==> config.mk <==
export PLATFORM = sky130hd
export DESIGN_NAME = csio_top
export DESIGN_NICKNAME = d
export VERILOG_FILES = /design/src/design/csio_clkgen.v /design/src/design/csio_top.v
export VERILOG_INCLUDE_DIRS = /design/src /design/src/inc
export SDC_FILE = /design/constraint.sdc
export NUM_CORES = 1
export LEC_CHECK = 0
export BUFFER_PORTS_ARGS = -buffer_cell sky130_fd_sc_hd__clkbuf_2
export CAP_MARGIN = 40
export CORE_MARGIN = 1
export CORE_UTILIZATION = 45
export CTS_CLUSTER_DIAMETER = 100
export CTS_CLUSTER_SIZE = 40
export DETAILED_ROUTE_END_ITERATION = 8
export PLACE_DENSITY = 0.8
export SYNTH_ARGS = -nofsm -noshare
export SYNTH_HDL_FRONTEND = slang
export SYNTH_SLANG_ARGS = --single-unit
==> constraint.sdc <==
create_clock -name CORE_CLK -period 7.15 [get_ports CORE_CLK]
set_clock_uncertainty 0.2 [all_clocks]
set_input_delay 0.3575 -clock CORE_CLK [delete_from_list [all_inputs] [get_ports CORE_CLK]]
set_output_delay 0.3575 -clock CORE_CLK [all_outputs]
set_load 0.03 [all_outputs]
==> src/inc/csio_map.vh <==
// register map, field positions, reset values and timing constants
// assumes inclusion by the serial port design and test files
`ifndef CSIO_MAP_VH
`define CSIO_MAP_VH

// ----------------------------------------------------------------
// register indexes (byte address is four times the index)
// ----------------------------------------------------------------
`define CSIO_IDX_CTRL 6'h0A
`define CSIO_IDX_DATA 6'h0B

// ----------------------------------------------------------------
// control/status field positions
// ----------------------------------------------------------------
`define CSIO_BIT_EF 7
`define CSIO_BIT_EIE 6
`define CSIO_BIT_RE 5
`define CSIO_BIT_TE 4
`define CSIO_SS_HI 2
`define CSIO_SS_LO 0

// ----------------------------------------------------------------
// reset values and codes
// ----------------------------------------------------------------
`define CSIO_SS_RST 3'h7
`define CSIO_SS_EXT 3'h7
`define CSIO_DATA_RST 8'h00
`define CSIO_RESP_OKAY 2'h0
`define CSIO_RESP_SLVERR 2'h2

// ----------------------------------------------------------------
// timing: smallest divide ratio is 20, half period 10 clocks
// ----------------------------------------------------------------
`define CSIO_DIV_MIN 20
`define CSIO_HALF_BASE 10'h00A
`define CSIO_LAST_BIT 4'h7

`endif

==> src/design/csio_clkgen.v <==
// bit clock generator: internal divider or synchronised external clock
// assumes run and restart come from logic on the same clock
`include "csio_map.vh"

module csio_clkgen (
	// clock and reset
	input wire clk,
	input wire rst,
	// control
	input wire run,
	input wire restart,
	input wire [2:0] speed_sel,
	// raw clock pin input
	input wire sclk_pin_in,
	// bit clock events
	output reg rise_q,
	output reg fall_q,
	output reg level_q
);

	wire ext_mode;
	wire [9:0] half_cnt;
	wire half_done;
	reg [9:0] div_q;
	reg sync1_q;
	reg sync2_q;
	reg sync3_q;

	assign ext_mode = (speed_sel == `CSIO_SS_EXT);
	assign half_cnt = `CSIO_HALF_BASE << speed_sel;
	assign half_done = (div_q == half_cnt - 10'h001);

	// ----------------------------------------------------------------
	// external clock synchroniser
	// ----------------------------------------------------------------
	always @(posedge clk or posedge rst) begin
		if (rst) begin
			sync1_q <= 1'b1;
			sync2_q <= 1'b1;
			sync3_q <= 1'b1;
		end else begin
			sync1_q <= sclk_pin_in;
			sync2_q <= sync1_q;
			sync3_q <= sync2_q;
		end
	end

	// ----------------------------------------------------------------
	// divider and edge pulses
	// ----------------------------------------------------------------
	always @(posedge clk or posedge rst) begin
		if (rst) begin
			div_q <= 10'h000;
			level_q <= 1'b1;
			rise_q <= 1'b0;
			fall_q <= 1'b0;
		end else if (!run || restart) begin
			div_q <= 10'h000;
			level_q <= 1'b1;
			rise_q <= 1'b0;
			fall_q <= 1'b0;
		end else if (ext_mode) begin
			div_q <= 10'h000;
			level_q <= 1'b1;
			rise_q <= sync2_q & ~sync3_q;
			fall_q <= ~sync2_q & sync3_q;
		end else if (half_done) begin
			div_q <= 10'h000;
			level_q <= ~level_q;
			rise_q <= ~level_q;
			fall_q <= level_q;
		end else begin
			div_q <= div_q + 10'h001;
			rise_q <= 1'b0;
			fall_q <= 1'b0;
		end
	end

endmodule // csio_clkgen

==> src/design/csio_top.v <==
// clocked serial port: one data register, AXI4-Lite register access
// assumes a 40 MHz CORE_CLK and a half-duplex external serial partner
//
// Summary of operation
// - data write mid-transfer replaces shift contents
// - one 8-bit data register, index 0Bh
// - speed codes 0-6 divide by 20..1280
// - code 7 selects external clock input
// - internal mode always drives clock pin, toggles it only while enabled
// - clearing the last set enable stops the transfer now
// - reset clears enables and flag, sets speed code 7, keeps data register
// - eight bits in clear receive enable, set flag
// - eight bits out clear transmit enable, set flag
// - data access or reset clears end flag
// - request while flag and interrupt enable set
`include "csio_map.vh"

module csio_top (
	// clock and reset
	input wire CORE_CLK,
	input wire RST,
	// axi4-lite write address
	input wire [7:0] S_AXI_AWADDR,
	input wire S_AXI_AWVALID,
	output reg S_AXI_AWREADY,
	// axi4-lite write data
	input wire [31:0] S_AXI_WDATA,
	input wire [3:0] S_AXI_WSTRB,
	input wire S_AXI_WVALID,
	output reg S_AXI_WREADY,
	// axi4-lite write response
	output reg [1:0] S_AXI_BRESP,
	output reg S_AXI_BVALID,
	input wire S_AXI_BREADY,
	// axi4-lite read address
	input wire [7:0] S_AXI_ARADDR,
	input wire S_AXI_ARVALID,
	output reg S_AXI_ARREADY,
	// axi4-lite read data
	output reg [31:0] S_AXI_RDATA,
	output reg [1:0] S_AXI_RRESP,
	output reg S_AXI_RVALID,
	input wire S_AXI_RREADY,
	// serial pins
	input wire SERIAL_CLOCK_PIN_IN,
	output reg SERIAL_CLOCK_PIN_OUT,
	output reg SERIAL_CLOCK_PIN_OE,
	output reg SERIAL_OUT_PIN,
	input wire SERIAL_IN_PIN,
	// interrupt request
	output reg END_IRQ
);

	reg aw_hold_q;
	reg [5:0] aw_idx_q;
	reg w_hold_q;
	reg [7:0] w_data_q;
	reg w_strb_q;
	reg [7:0] data_q;
	reg end_flag_q;
	reg end_irq_enable_q;
	reg rx_enable_q;
	reg tx_enable_q;
	reg [2:0] speed_sel_q;
	reg [3:0] bit_cnt_q;
	reg sdi1_q;
	reg sdi2_q;
	reg [31:0] rdata_d;
	reg rresp_err_d;
	wire aw_take;
	wire w_take;
	wire ar_take;
	wire do_wr;
	wire wr_ctrl;
	wire wr_data;
	wire rd_data;
	wire start;
	wire run;
	wire bit_rise;
	wire bit_fall;
	wire bit_level;
	wire last_bit;
	wire [7:0] ctrl_val;

	// ----------------------------------------------------------------
	// bus decode
	// ----------------------------------------------------------------
	assign aw_take = S_AXI_AWVALID & S_AXI_AWREADY;
	assign w_take = S_AXI_WVALID & S_AXI_WREADY;
	assign ar_take = S_AXI_ARVALID & S_AXI_ARREADY;
	assign do_wr = aw_hold_q & w_hold_q & ~S_AXI_BVALID;
	assign wr_ctrl = do_wr & w_strb_q & (aw_idx_q == `CSIO_IDX_CTRL);
	assign wr_data = do_wr & w_strb_q & (aw_idx_q == `CSIO_IDX_DATA);
	assign rd_data = ar_take & (S_AXI_ARADDR[7:2] == `CSIO_IDX_DATA);
	assign ctrl_val = {end_flag_q, end_irq_enable_q, rx_enable_q,
		tx_enable_q, 1'b0, speed_sel_q};

	// a write that raises an enable from zero starts a transfer
	assign start = wr_ctrl & ((w_data_q[`CSIO_BIT_RE] & ~rx_enable_q) |
		(w_data_q[`CSIO_BIT_TE] & ~tx_enable_q));
	assign run = rx_enable_q | tx_enable_q;
	assign last_bit = bit_rise & (bit_cnt_q == `CSIO_LAST_BIT);

	always @* begin
		rdata_d = 32'h00000000;
		rresp_err_d = 1'b0;
		case (S_AXI_ARADDR[7:2])
			`CSIO_IDX_CTRL: rdata_d[7:0] = ctrl_val;
			`CSIO_IDX_DATA: rdata_d[7:0] = data_q;
			default: rresp_err_d = 1'b1;
		endcase
	end

	// ----------------------------------------------------------------
	// axi4-lite handshakes
	// ----------------------------------------------------------------
	always @(posedge CORE_CLK or posedge RST) begin
		if (RST) begin
			aw_hold_q <= 1'b0;
			aw_idx_q <= 6'h00;
			w_hold_q <= 1'b0;
			w_data_q <= 8'h00;
			w_strb_q <= 1'b0;
			S_AXI_AWREADY <= 1'b1;
			S_AXI_WREADY <= 1'b1;
			S_AXI_BVALID <= 1'b0;
			S_AXI_BRESP <= `CSIO_RESP_OKAY;
			S_AXI_ARREADY <= 1'b1;
			S_AXI_RVALID <= 1'b0;
			S_AXI_RDATA <= 32'h00000000;
			S_AXI_RRESP <= `CSIO_RESP_OKAY;
		end else begin
			if (aw_take) begin
				aw_hold_q <= 1'b1;
				aw_idx_q <= S_AXI_AWADDR[7:2];
				S_AXI_AWREADY <= 1'b0;
			end
			if (w_take) begin
				w_hold_q <= 1'b1;
				w_data_q <= S_AXI_WDATA[7:0];
				w_strb_q <= S_AXI_WSTRB[0];
				S_AXI_WREADY <= 1'b0;
			end
			if (do_wr) begin
				aw_hold_q <= 1'b0;
				w_hold_q <= 1'b0;
				S_AXI_BVALID <= 1'b1;
				if (aw_idx_q == `CSIO_IDX_CTRL ||
					aw_idx_q == `CSIO_IDX_DATA) begin
					S_AXI_BRESP <= `CSIO_RESP_OKAY;
				end else begin
					S_AXI_BRESP <= `CSIO_RESP_SLVERR;
				end
			end else if (S_AXI_BVALID && S_AXI_BREADY) begin
				S_AXI_BVALID <= 1'b0;
				S_AXI_AWREADY <= 1'b1;
				S_AXI_WREADY <= 1'b1;
			end
			if (ar_take) begin
				S_AXI_ARREADY <= 1'b0;
				S_AXI_RVALID <= 1'b1;
				S_AXI_RDATA <= rdata_d;
				S_AXI_RRESP <= rresp_err_d ? `CSIO_RESP_SLVERR :
					`CSIO_RESP_OKAY;
			end else if (S_AXI_RVALID && S_AXI_RREADY) begin
				S_AXI_RVALID <= 1'b0;
				S_AXI_ARREADY <= 1'b1;
			end
		end
	end

	// ----------------------------------------------------------------
	// control/status register and bit counter
	// ----------------------------------------------------------------
	always @(posedge CORE_CLK or posedge RST) begin
		if (RST) begin
			end_flag_q <= 1'b0;
			end_irq_enable_q <= 1'b0;
			rx_enable_q <= 1'b0;
			tx_enable_q <= 1'b0;
			speed_sel_q <= `CSIO_SS_RST;
			bit_cnt_q <= 4'h0;
		end else begin
			// hardware set wins over the clear by a data access
			if (last_bit)
				end_flag_q <= 1'b1;
			else if (wr_data || rd_data)
				end_flag_q <= 1'b0;
			if (start)
				bit_cnt_q <= 4'h0;
			else if (run && bit_rise)
				bit_cnt_q <= bit_cnt_q + 4'h1;
			// a software write wins over the end-of-byte clear
			if (wr_ctrl) begin
				end_irq_enable_q <= w_data_q[`CSIO_BIT_EIE];
				rx_enable_q <= w_data_q[`CSIO_BIT_RE];
				tx_enable_q <= w_data_q[`CSIO_BIT_TE];
				speed_sel_q <= w_data_q[`CSIO_SS_HI:`CSIO_SS_LO];
			end else if (last_bit) begin
				rx_enable_q <= 1'b0;
				tx_enable_q <= 1'b0;
			end
		end
	end

	// ----------------------------------------------------------------
	// shared data register: no reset, contents survive RST
	// ----------------------------------------------------------------
	initial data_q = `CSIO_DATA_RST;

	always @(posedge CORE_CLK) begin
		if (wr_data)
			data_q <= w_data_q;
		else if (rx_enable_q && bit_rise)
			data_q <= {sdi2_q, data_q[7:1]};
		else if (tx_enable_q && bit_fall && bit_cnt_q != 4'h0)
			data_q <= {1'b0, data_q[7:1]};
	end

	// ----------------------------------------------------------------
	// pins and interrupt
	// ----------------------------------------------------------------
	always @(posedge CORE_CLK or posedge RST) begin
		if (RST) begin
			sdi1_q <= 1'b1;
			sdi2_q <= 1'b1;
			SERIAL_CLOCK_PIN_OUT <= 1'b1;
			SERIAL_CLOCK_PIN_OE <= 1'b0;
			SERIAL_OUT_PIN <= 1'b1;
			END_IRQ <= 1'b0;
		end else begin
			sdi1_q <= SERIAL_IN_PIN;
			sdi2_q <= sdi1_q;
			SERIAL_CLOCK_PIN_OE <= (speed_sel_q != `CSIO_SS_EXT);
			SERIAL_CLOCK_PIN_OUT <= run ? bit_level : 1'b1;
			SERIAL_OUT_PIN <= tx_enable_q ? data_q[0] : 1'b1;
			END_IRQ <= end_flag_q & end_irq_enable_q;
		end
	end

	// ----------------------------------------------------------------
	// bit clock
	// ----------------------------------------------------------------
	csio_clkgen u_clkgen (
		.clk(CORE_CLK),
		.rst(RST),
		.run(run),
		.restart(start),
		.speed_sel(speed_sel_q),
		.sclk_pin_in(SERIAL_CLOCK_PIN_IN),
		.rise_q(bit_rise),
		.fall_q(bit_fall),
		.level_q(bit_level)
	);

endmodule // csio_top

# After elaboration in Yosys (flattened, before gate mapping)
# Cells that the tools add are included.
# Widths: inputs -> output; s select.
# op_classes
add_sub_neg	3
eq_ne	8
n_shift	1
mux	43
n_bitwise	24
reduce_logical	21
# op_table
operator	count
$mux 1	32
$mux 10	3
$eq 6x4->1 const B	4
$mux 8	3
$and 1x1->1	16
$pmux 8 s2	1
$reduce_bool 2->1	7
$add 10x1->10 const B	1
$eq 10x10->1	1
$shl 4x3->10 const A	1
$sub 10x1->10 const B	1
$mux 4	2
$logic_and 1x1->1	6
$not 1->1	6
$reduce_bool 3->1	2
$add 4x1->4 const B	1
$eq 4x3->1 const B	1
$mux 2	2
$reduce_bool 4->1	1
$eq 3x3->1 const B	1
$logic_or 1x1->1	3
$ne 3x3->1 const B	1
$or 1x1->1	2
$reduce_or 2->1	1
$logic_not 1->1	1
# totals
regBits	75
in_bits	61
out_inout_bits	45
elab_cells	133

# Logic depth before layout (Yosys ltp)
# Gate-level depths: netlist (run 1).
# depth
depth_word	7
depth_mapped	10
mapped_depth_nobuf	8

# By module
# Synthesis (run 1) repeated with hierarchy kept, for this count alone.
# hier_totals
cells_unflattened	308
hier_area_um2	3589.7
# by_module_without_submodules
module	n_inst	cells_each	area_each_um2	seq_area_each_um2
csio_top	1	212	2613.8	1478.9
csio_clkgen	1	96	975.9	405.4

# Worst setup path after synthesis (run 1)
# OpenSTA, ideal clock, no wires.
# synth_path
path_type	reg-to-reg
startpoint	reg speed_sel_q[0]
endpoint	reg u_clkgen.div_q[2]
setup_time_ns	0.136
t_arrival_ns	2.464
t_required_ns	6.814
path_slack_ns	4.350
stages_incl_launch_ff	11
path_buffers	2
period_less_slack_ns	2.800
cell_sequence	dfstp_2 > buf_2 > inv_1 > or3_1 > ha_1 > xnor2_1 > or4_1 > a211oi_2 > and4_4 > buf_6 > nor3_1
# synth_between
elab_chain_len	6
elab_cells_between_ends	7
classes_between	1 x add/sub; 2 x eq/ne; 1 x shift; 3 x mux
# synth_lines
element	line_no	text
start: declaration	csio_top.v:64	reg [2:0] speed_sel_q;
start signal: assignment	csio_top.v:181	speed_sel_q <= `CSIO_SS_RST;
start signal: assignment	csio_top.v:198	speed_sel_q <= w_data_q[`CSIO_SS_HI:`CSIO_SS_LO];
$shl 4x3->10 (no line)	n/a	
$sub 10x1->10	csio_clkgen.v:31	assign half_done = (div_q == half_cnt - 10'h001);
$eq 10x10->1	csio_clkgen.v:31	
$mux 10	csio_clkgen.v:67	end else if (half_done) begin
$mux 10 (*)	csio_clkgen.v:62	end else if (ext_mode) begin
$mux 10 (*)	csio_clkgen.v:57	end else if (!run || restart) begin
end signal: assignment	csio_clkgen.v:73	div_q <= div_q + 10'h001;
end: declaration	csio_clkgen.v:24	reg [9:0] div_q;
# Every way passes the cells marked *; elsewhere a longest branch is shown, timed or not.
# A chain may end at the register's enable or synchronous reset.

# Worst setup path in the final report (run 1)
# layout_path
startpoint	reg speed_sel_q[0]
endpoint	reg u_clkgen.fall_q
# layout_between
elab_chain_len	6
elab_cells_between_ends	7
classes_between	1 x add/sub; 2 x eq/ne; 1 x shift; 3 x mux
# layout_lines
element	line_no	text
$shl 4x3->10 (no line)	n/a	
$sub 10x1->10	csio_clkgen.v:31	
$eq 10x10->1	csio_clkgen.v:31	
$mux 1	csio_clkgen.v:67	
$mux 1 (*)	csio_clkgen.v:62	
$mux 1 (*)	csio_clkgen.v:57	
end signal: assignment	csio_clkgen.v:66	fall_q <= ~sync2_q & sync3_q;
end signal: assignment	csio_clkgen.v:71	fall_q <= level_q;
end: declaration	csio_clkgen.v:17	output reg fall_q,
# Marks and branches as above.

==> results of run 1 <==
-- critical path, stage by stage, from the launching register on --
cell	delay (ns)
dfstp_2	0.61
inv_1	0.12
or3_1	0.38
ha_1	0.22
xnor2_1	0.14
or4_1	0.41
a211oi_2	0.23
and4_4	0.35
a21o_2	0.15
-- power breakdown --
group	total (W)	internal, W	switching [W]
registers	0.000575	0.000505	0.0000705
clock network	0.000267	0.000124	0.000143
logic	0.000266	0.000114	0.000152
-- registers in the layout, indices dropped and copies added (netlist names), 3 cells and up --
name	flops
S_AXI_RDATA	8
aw_idx_q	6
bit_cnt_q	4
data_q	8
speed_sel_q	3
u_clkgen.div_q	10
w_data_q	8
-- final timing paths --
path	start	endpoint	slack [ns]	cells past startpoint
setup reg to reg	speed_sel_q[0]	u_clkgen.fall_q	4.28	8
min in group CORE_CLK	S_AXI_RREADY	S_AXI_ARREADY	0.01	3
hold / removal	RST	aw_idx_q[2]	0.008	3
max in group asynchronous	RST	w_data_q[2]	6.21	3
setup / recovery	speed_sel_q[0]	u_clkgen.fall_q	4.28	8
hold reg to reg	u_clkgen.sync1_q	u_clkgen.sync2_q	0.16	0
-- logic make-up (layout without fill, tap and decap cells) --
family,count (synthesis),in the layout,share of synthesized area [%]
other,1,26,0.108
buffers and inverters,51,87,8.62
XOR/XNOR,13,13,3.27
adder cells (fa/ha/maj),4,4,1.44
AND/OR/NAND/NOR,90,90,13.7
flip-flops,73,73,54.1
multiplexers,35,35,10.9
AO/OA/AOI/OAI,42,42,7.86
-- cells in the final DEF (no fill, tap or decap), types with 3 or more instances in the layout --
cell and instances:
a21oi_1 6, clkbuf_1 3, clkbuf_2 48, clkbuf_8 9, clkinv_2 3, conb_1 26, dfrtp_1 51, dfstp_2 14
dlygate4sd3_1 6, edfxtp_1 8, ha_1 4, inv_1 14, mux2_2 24, mux2i_1 11, nand2_1 25, nand2b_1 4
nand3_1 8, nand4_1 3, nor2_1 16, nor3_1 10, nor4_1 3, o21ai_0 17, or3_1 3, xnor2_1 6
xor2_1 7
-- timing repair --
| action | in CTS | in global routing |
|---|---|---|
| setup buffers | 0 | 0 |
| hold endpoints to repair | 6 | 0 |
| hold buffers | 6 | 0 |
-- area by class of cell --
type | count | share of cell area [%]
Sequential cell | 73 | 47.9
Tap cell | 99 | 3.15
Clock inverter | 4 | 0.573
Timing Repair Buffer | 56 | 8.02
Inverter | 15 | 1.43
Clock buffer | 12 | 3.44
Multi-Input combinational cell | 210 | 35.5
-- routing by layer --
metal	vias to the layer above	share of wire, %	global-route usage, %
met5	-	0	0
met2	60	50	29.6
met1	1151	44	19.7
met4	0	1.1	5.11
met3	10	4.6	5.41
li1	1148	-	-
-- through the flow --
step	total power, W	hold WS [ns]
finish	0.00111	0.00833
global route	0.00117	0.0260
CTS	0.00112	0.00425
detailed placement	0.000847	0.151
global placement	0.000831	0.146
floorplan	0.000783	0.145
==> results_dict.tcl, run 1 <==
set metrics [dict create \
    status "finished clean" \
    setup_total_negative_slack_ns 0 \
    wl_per_cell_um 13.4 \
    die_w_um 90.0 \
    synth.area.top_cells "dfrtp_1 (37%), dfstp_2 (11%), mux2_2 (7.8%)" \
    synth_flop_cell "dfrtp_1" \
    utilization_pct 53.3 \
    synth_edf_count 8 \
    viasPerCell 5.05 \
    numPortBuffers 48 \
    placed_cell_area_sq_um 3710 \
    antenna_found_initial 0 \
    fmax_mhz 348 \
    vias 2369 \
    drive_gt1_share_pct 29.5 \
    fp.dieH_um 90.0 \
    pin_count 106 \
    clockBufferDepth 2 \
    diodes 0 \
    num_rows 31 \
    slew_violations 0 \
    pre_cts_ws_ns 4.31 \
    multiInputGateArea_sq_um 1390 \
    timing.final.hold_violations 0 \
    post-dp-hpwl_um 4530 \
    cts_resized 0 \
    dp.cells 447 \
    seq_area_frac_synth_pct 54.1 \
    yosys_warnings 0 \
    cap_violations 0 \
    grt_pass1_vias 2427 \
    grtUsageTotal_pct 16.9 \
    dr.pass1.iters 4 \
    gp_congestion 0.817 \
    cts_tree "yes" \
    dieArea_sq_um 8100 \
    numCtsBuffers 9 \
    required_ns 7.24 \
    critPathMaxFanout 12 \
    final_cells 469 \
    synth_top_cell_by_area "dfrtp_1" \
    drt-initial-drc-count 131 \
    period_minus_slack_ns 2.87 \
    clkLatencyLatePin_ns 0.35 \
    grt_max_degree 66 \
    grt_pass1_wl_um 10800 \
    leakagePower_nw 1.80 \
    peakVddDrop_uv 187 \
    arrival_ns 2.96 \
    cts.sinks 73 \
    nets 430 \
    max_slew_margin_pct 47.0 \
    fp.coreArea_sq_um 7370 \
    clockRootBuffer "clkbuf_8" \
    htree_levels 3 \
    wirelength_um 6270 \
    tightest_slew_ns 0.795 \
    area_delta_synth_final_pct 12.8 \
    initial_core_util_pct 47.3 \
    drc 0 \
    critPathCaptureType "flip-flop" \
    critPathLaunchType "flip-flop" \
    synth_commonest_cells "dfrtp_1 (51), buf_4 (26), nand2_1 (25)" \
    finalSetupViolations 0 \
    synth_top_area_share_pct 36.6 \
    hp-class "primary input to asynchronous set/reset pin" \
    synth_cells 309 \
    yosysMostFrequentCell "dfrtp_1" \
    ant_nets 0 \
    power_density_nw_per_um2 282 \
    design_area_sq_um 3930 \
    layout.area.seq_sq_um 1880 \
    worst-setup-path-type "flip-flop to flip-flop" \
    ys_ff_latch 73 \
    avgSynthCellArea_sq_um 11.3 \
    path_clk_slew_ns 0.07 \
    gr-total-overflow 0 \
    finalWorstSetupSlack_ns 4.28 \
    fin_crit_sh_pct 40.2 \
    ys_async_sr_fraction_pct 89.0 \
    synthesis.area_sq_um 3480 \
    yosysUniqueCellTypes 53 \
    nFillCells 634 \
    grt_setup_unrepaired "false" \
]
Note: power is estimated with default switching activity, not from simulation.
==> inputs of run 2 (changes only) <==
clock period = 2.72 ns   (was 7.15 ns; I/O delays follow)
==> run 2 against run 1 <==
Net effect: the run now ends with setup timing left; maximum frequency up 3.9%; combinational power rose to 3.3 times the previous value; setup slack worse by 4.3 ns; critical endpoint unchanged; die area unchanged; count of clock-buffer cells in the layout down 2; sequential share of layout area down 4.5 points; core utilization up 5.5 points; sequential power rose to 2.6 times the previous value; sequential cell count unchanged; total power rose to 2.9 times the previous value; cell count up 7.0%.
==> results_dict.tcl, run 2 (synthesis gave the netlist of run 1 again) <==
set metrics [dict create \
    status "complete, but fails checks" \
    violations "setup timing" \
    top_register "u_clkgen.div_q" \
    worst-setup-path-type "flip-flop to flip-flop" \
    diodes 0 \
    final_cells 502 \
    drt-initial-drc-count 105 \
    htree_levels 3 \
    reg2reg_slack_ns -0.05 \
    num_rows 31 \
    nets 463 \
    slew_violations 0 \
    cts_tree "yes" \
    period_minus_slack_ns 2.77 \
    nFillCells 631 \
    mostFrequentLayoutCell "dfrtp_1" \
    clockRootBuffer "clkbuf_8" \
    cap_violations 0 \
    min_to "S_AXI_RDATA[3]" \
    numPortBuffers 48 \
    placed_cell_area_sq_um 3780 \
    path_clk_slew_ns 0.08 \
    area_delta_synth_final_pct 24.5 \
    viasPerCell 5.04 \
    p_clk_share_pct 25.7 \
    p_int_w 0.00214 \
    dieArea_sq_um 8100 \
    die_w_um 90.0 \
    dr.pass1.iters 4 \
    ant_nets 0 \
    drc 0 \
    final_cell_mix "dfrtp_1 (51), clkbuf_2 (48), dlygate4sd3_1 (28), conb_1 (26), nand2_1 (25)" \
    critPathMaxFanout 6 \
    hp-class "primary input to flip-flop" \
    fp.dieH_um 90.0 \
    fin_crit_sh_pct 102 \
    timing.final.hold_violations 0 \
    numCtsBuffers 9 \
    initial_core_util_pct 47.3 \
    sequentialPowerShare_pct 46.9 \
    fp.coreArea_sq_um 7370 \
    grt_pass1_vias 2458 \
    clkLatencyLatePin_ns 0.36 \
    arrival_ns 2.86 \
    switching_power_w 0.00106 \
    whs_ns 0.0781 \
    max_slew_margin_pct 44.9 \
    largest_reg_flops 10 \
    design_area_sq_um 4340 \
    grt_max_degree 66 \
    cts.sinks 73 \
    critPathLaunchType "flip-flop" \
    dp.cells 455 \
    rr_startpoint "speed_sel_q[0]" \
    antenna_found_initial 0 \
    wl_per_cell_um 13.9 \
    reg2reg_to "u_clkgen.fall_q" \
    clockBufferDepth 2 \
    worstHoldPathCells 2 \
    finalSetupViolations 12 \
    grt_pass1_wl_um 11400 \
    grt_setup_unrepaired "true" \
    vias 2529 \
    tightest_slew_ns 0.827 \
    p_comb_share_pct 27.4 \
    finalWorstSetupSlack_ns -0.0452 \
    min_from "S_AXI_ARADDR[2]" \
    grtUsageTotal_pct 18.2 \
    required_ns 2.82 \
    fmax_mhz 362 \
    crit_start "speed_sel_q[0]" \
    peakVddDrop_uv 502 \
    power_density_nw_per_um2 738 \
    gr-total-overflow 0 \
    post-dp-hpwl_um 4670 \
    netSwitchingFraction_pct 33.1 \
    drive_gt1_share_pct 32.8 \
    gp_congestion 0.802 \
    critPathCaptureType "flip-flop" \
    setup_total_negative_slack_ns -0.364 \
    worstRegToRegCells 8 \
    leakagePower_nw 1.97 \
    pin_count 106 \
    wirelength_um 6980 \
]
==> run 2: changes by cell type in the layout (fill, tap and decap cells not counted), sizes merged <==
| cell | before | now |
|---|---|---|
| and4 | 2 | 3 |
| buf | 2 | 12 |
| bufinv | 0 | 1 |
| clkbuf | 60 | 58 |
| clkinv | 3 | 4 |
| dlygate4sd3 | 6 | 28 |
==> run 2: area by class of cell <==
class | instances | area (sq um) | share of cell area [%]
clock buffer | 10 | 128 | 2.94
clock inverter | 6 | 60.1 | 1.38
inverter | 15 | 58.8 | 1.36
multi-input combinational | 211 | 1470 | 33.9
sequential | 73 | 1880 | 43.5
tap | 99 | 124 | 2.86
timing repair buffer | 88 | 611 | 14.1
==> run 2: per-stage QoR <==
step | setup slack (ns) | utilization (%) | total power [W]
2_1_floorplan | -0.0272 | - | 0.00207
3_3_place_gp | 0.0185 | 51.3 | 0.00222
3_5_place_dp | -0.0233 | 51.3 | 0.00227
4_1_cts | -0.0175 | 58.2 | 0.00319
5_1_grt | -0.124 | 58.8 | 0.00337
6_report | -0.0452 | 58.8 | 0.00320
==> run 2: worst max-delay path by stage <==
stage,to,slack [ns]
floorplan,u_clkgen.div_q[2],-0.03
global placement,u_clkgen.fall_q,0.02
detailed placement,u_clkgen.fall_q,-0.02
CTS,u_clkgen.fall_q,-0.02
global route,u_clkgen.fall_q,-0.12
finish,u_clkgen.fall_q,-0.05
==> run 2: metal layers <==
layer / up-vias / GRT usage [%] / routed length [um]
met5: - / 0 / 0
met4: 0 / 9.14 / 121
met3: 10 / 3.38 / 253
met2: 72 / 30.6 / 3510
met1: 1234 / 22.6 / 3100
li1: 1213 / - / -
==> run 2: timing repair <==
action,CTS,global route
cloned,1,0
setup buffers,2,0
endpoints found under the setup margin,12,13
gates resized for setup,4,8
endpoints found under the hold margin,77,0
hold buffers,28,0
pin swaps,3,6
==> run 2: power groups by stage <==
stage / Combinational [W] / Clock (W) / Sequential (W)
3_3_place_gp: 0.000718 / 0 / 0.00150
2_1_floorplan: 0.000527 / 0 / 0.00154
5_1_grt: 0.000957 / 0.000880 / 0.00153
4_1_cts: 0.000844 / 0.000839 / 0.00150
3_5_place_dp: 0.000746 / 0 / 0.00152
6_report: 0.000878 / 0.000821 / 0.00150
==> run 2: worst max-delay path, stage by stage, from the launching register on <==
cell and delay, ns:
dfstp_2 0.58, inv_4 0.04, or3_4 0.34, ha_4 0.18, xnor2_2 0.14, or4_4 0.52
a211oi_4 0.27, and4_4 0.32, a21o_2 0.14
==> inputs of run 3 (changes only) <==
CORE_UTILIZATION = 35   (was 45)
PLACE_DENSITY = 0.7   (was 0.8)
==> run 3 against run 2 <==
Net effect: the run now ends clean; critical path type unchanged; maximum frequency rose by 2.0%; largest cell class unchanged; setup slack improved by 0.054 ns; cell count rose by 6.2%; wire length did not move; design area rose by 0.52%; largest power group unchanged.
==> results_dict.tcl, run 3 (synthesis gave the netlist of run 1 again) <==
set metrics [dict create \
    min_from "S_AXI_ARADDR[2]" \
    top_register "u_clkgen.div_q" \
    design_area_sq_um 4360 \
    drc 0 \
    numPortBuffers 48 \
    status "finished clean" \
    nFillCells 916 \
    pin_count 106 \
    nets 460 \
    antenna_found_initial 0 \
    largest_reg_flops 10 \
    vias 2544 \
    reg2reg_slack_ns 0.008 \
    critPathLaunchType "flip-flop" \
    gp_congestion 0.762 \
    grt_pass1_vias 2439 \
    dp.cells 487 \
    path_clk_slew_ns 0.08 \
    mostFrequentLayoutCell "dfrtp_1" \
    pre_cts_ws_ns -0.0503 \
    num_rows 36 \
    die_w_um 102 \
    final_cells 533 \
    rr_startpoint "speed_sel_q[0]" \
    required_ns 2.76 \
    grt_max_degree 66 \
    cap_violations 0 \
    grtUsageTotal_pct 14.8 \
    period_minus_slack_ns 2.71 \
    finalSetupViolations 0 \
    clockBufferDepth 2 \
    viasPerCell 4.77 \
    placed_cell_area_sq_um 3810 \
    timing.final.hold_violations 0 \
    netSwitchingFraction_pct 31.7 \
    wl_per_cell_um 13.1 \
    cp_num_buf_inv 1 \
    cts_tree "yes" \
    min_to "S_AXI_RDATA[3]" \
    finalWorstSetupSlack_ns 0.00835 \
    cts.sinks 73 \
    slew_violations 0 \
    fmax_mhz 369 \
    htree_levels 3 \
    critPathMaxFanout 6 \
    area_delta_synth_final_pct 25.1 \
    leakagePower_nw 1.96 \
    clkLatencyLatePin_ns 0.35 \
    grt_setup_unrepaired "true" \
    peakVddDrop_uv 472 \
    numCtsBuffers 9 \
    worstRegToRegCells 8 \
    clockRootBuffer "clkbuf_8" \
    max_slew_margin_pct 45.8 \
    p_int_w 0.00222 \
    critPathCaptureType "flip-flop" \
    ant_nets 0 \
    p_comb_share_pct 25.9 \
    power_density_nw_per_um2 745 \
    grt_pass1_wl_um 11700 \
    post-dp-hpwl_um 4700 \
    worstHoldPathCells 2 \
    max_stage_delay_ns 0.56 \
    hp-class "primary input to flip-flop" \
    gr-total-overflow 0 \
    drt-initial-drc-count 133 \
    p_clk_share_pct 28.2 \
    sequentialPowerShare_pct 45.9 \
    crit_chain "inv_4 > or3_4 > ha_4 > xnor2_2 > or4_1 > a211oi_2 > and4_4 > nor3_1" \
    reg2reg_to "u_clkgen.div_q[8]" \
    crit_family "simple AND/OR/NAND/NOR gates" \
    setup_total_negative_slack_ns 0 \
    fp.dieH_um 102 \
    fin_crit_sh_pct 99.7 \
    dr.pass1.iters 5 \
    drive_gt1_share_pct 31.8 \
    fp.coreArea_sq_um 9730 \
    critPathSlowestCell "dfstp_2" \
    crit_cells 8 \
    wirelength_um 6980 \
    worst-setup-path-type "flip-flop to flip-flop" \
    diodes 0 \
    tightest_slew_ns 0.813 \
    dieArea_sq_um 10400 \
    switching_power_w 0.00103 \
    arrival_ns 2.75 \
    final_cell_mix "dfrtp_1 (51), clkbuf_2 (48), dlygate4sd3_1 (27), conb_1 (26), nand2_1 (25)" \
    initial_core_util_pct 35.8 \
]
## run 3: routing by layer
layer | share of wire, % | track usage [%] | vias up | routed length (um)
met2 | 51 | 24.1 | 82 | 3540
li1 | - | - | 1211 | -
met4 | 1.9 | 6.02 | 0 | 131
met1 | 43 | 18.6 | 1238 | 2990
met5 | 0 | 0 | - | 0
met3 | 4.6 | 4.21 | 13 | 324
## run 3: metrics by stage
step	power [W]	util [%]	hold WS, ns
4_1_cts	0.00322	44.2	0.0666
5_1_grt	0.00344	44.8	0.0865
3_3_place_gp	0.00222	39.1	0.0276
6_report	0.00325	44.8	0.0772
3_5_place_dp	0.00225	39.1	0.0309
2_1_floorplan	0.00207	-	-0.0595
## run 3: how the worst max path moves through the flow
stage,end,startpoint,slack (ns)
4_1_cts,u_clkgen.fall_q,speed_sel_q[0],0.04
5_1_grt,u_clkgen.fall_q,speed_sel_q[0],-0.03
3_5_place_dp,u_clkgen.fall_q,speed_sel_q[0],-0.05
6_report,u_clkgen.div_q[8],speed_sel_q[0],0.008
3_3_place_gp,u_clkgen.fall_q,speed_sel_q[0],0.004
2_1_floorplan,u_clkgen.div_q[2],speed_sel_q[0],-0.03
## run 3: repair_timing
| action | CTS | global route |
|---|---|---|
| endpoints found under the setup margin | 12 | 12 |
| resized for setup | 1 | 8 |
| cloned | 1 | 0 |
| endpoints found under the hold margin | 77 | 0 |
| buffers inserted | 1 | 1 |
| hold buffers | 27 | 0 |
| pin swaps | 3 | 5 |
## run 3: final cells by class
cell class / count / area, sq um / area share [%]
Inverter: 15 / 58.8 / 1.35
Multi-Input combinational cell: 211 / 1460 / 33.4
Clock buffer: 10 / 128 / 2.93
Timing Repair Buffer: 85 / 586 / 13.4
Tap cell: 133 / 166 / 3.82
Clock inverter: 6 / 81.3 / 1.87
Sequential cell: 73 / 1880 / 43.2
## run 3: power groups by stage
| stage | Clock, W | Combinational, W | Sequential [W] |
|---|---|---|---|
| floorplan | 0 | 0.000527 | 0.00154 |
| global placement | 0 | 0.000717 | 0.00150 |
| detailed placement | 0 | 0.000738 | 0.00151 |
| CTS | 0.000938 | 0.000788 | 0.00149 |
| global route | 0.000992 | 0.000925 | 0.00153 |
| finish | 0.000915 | 0.000840 | 0.00149 |
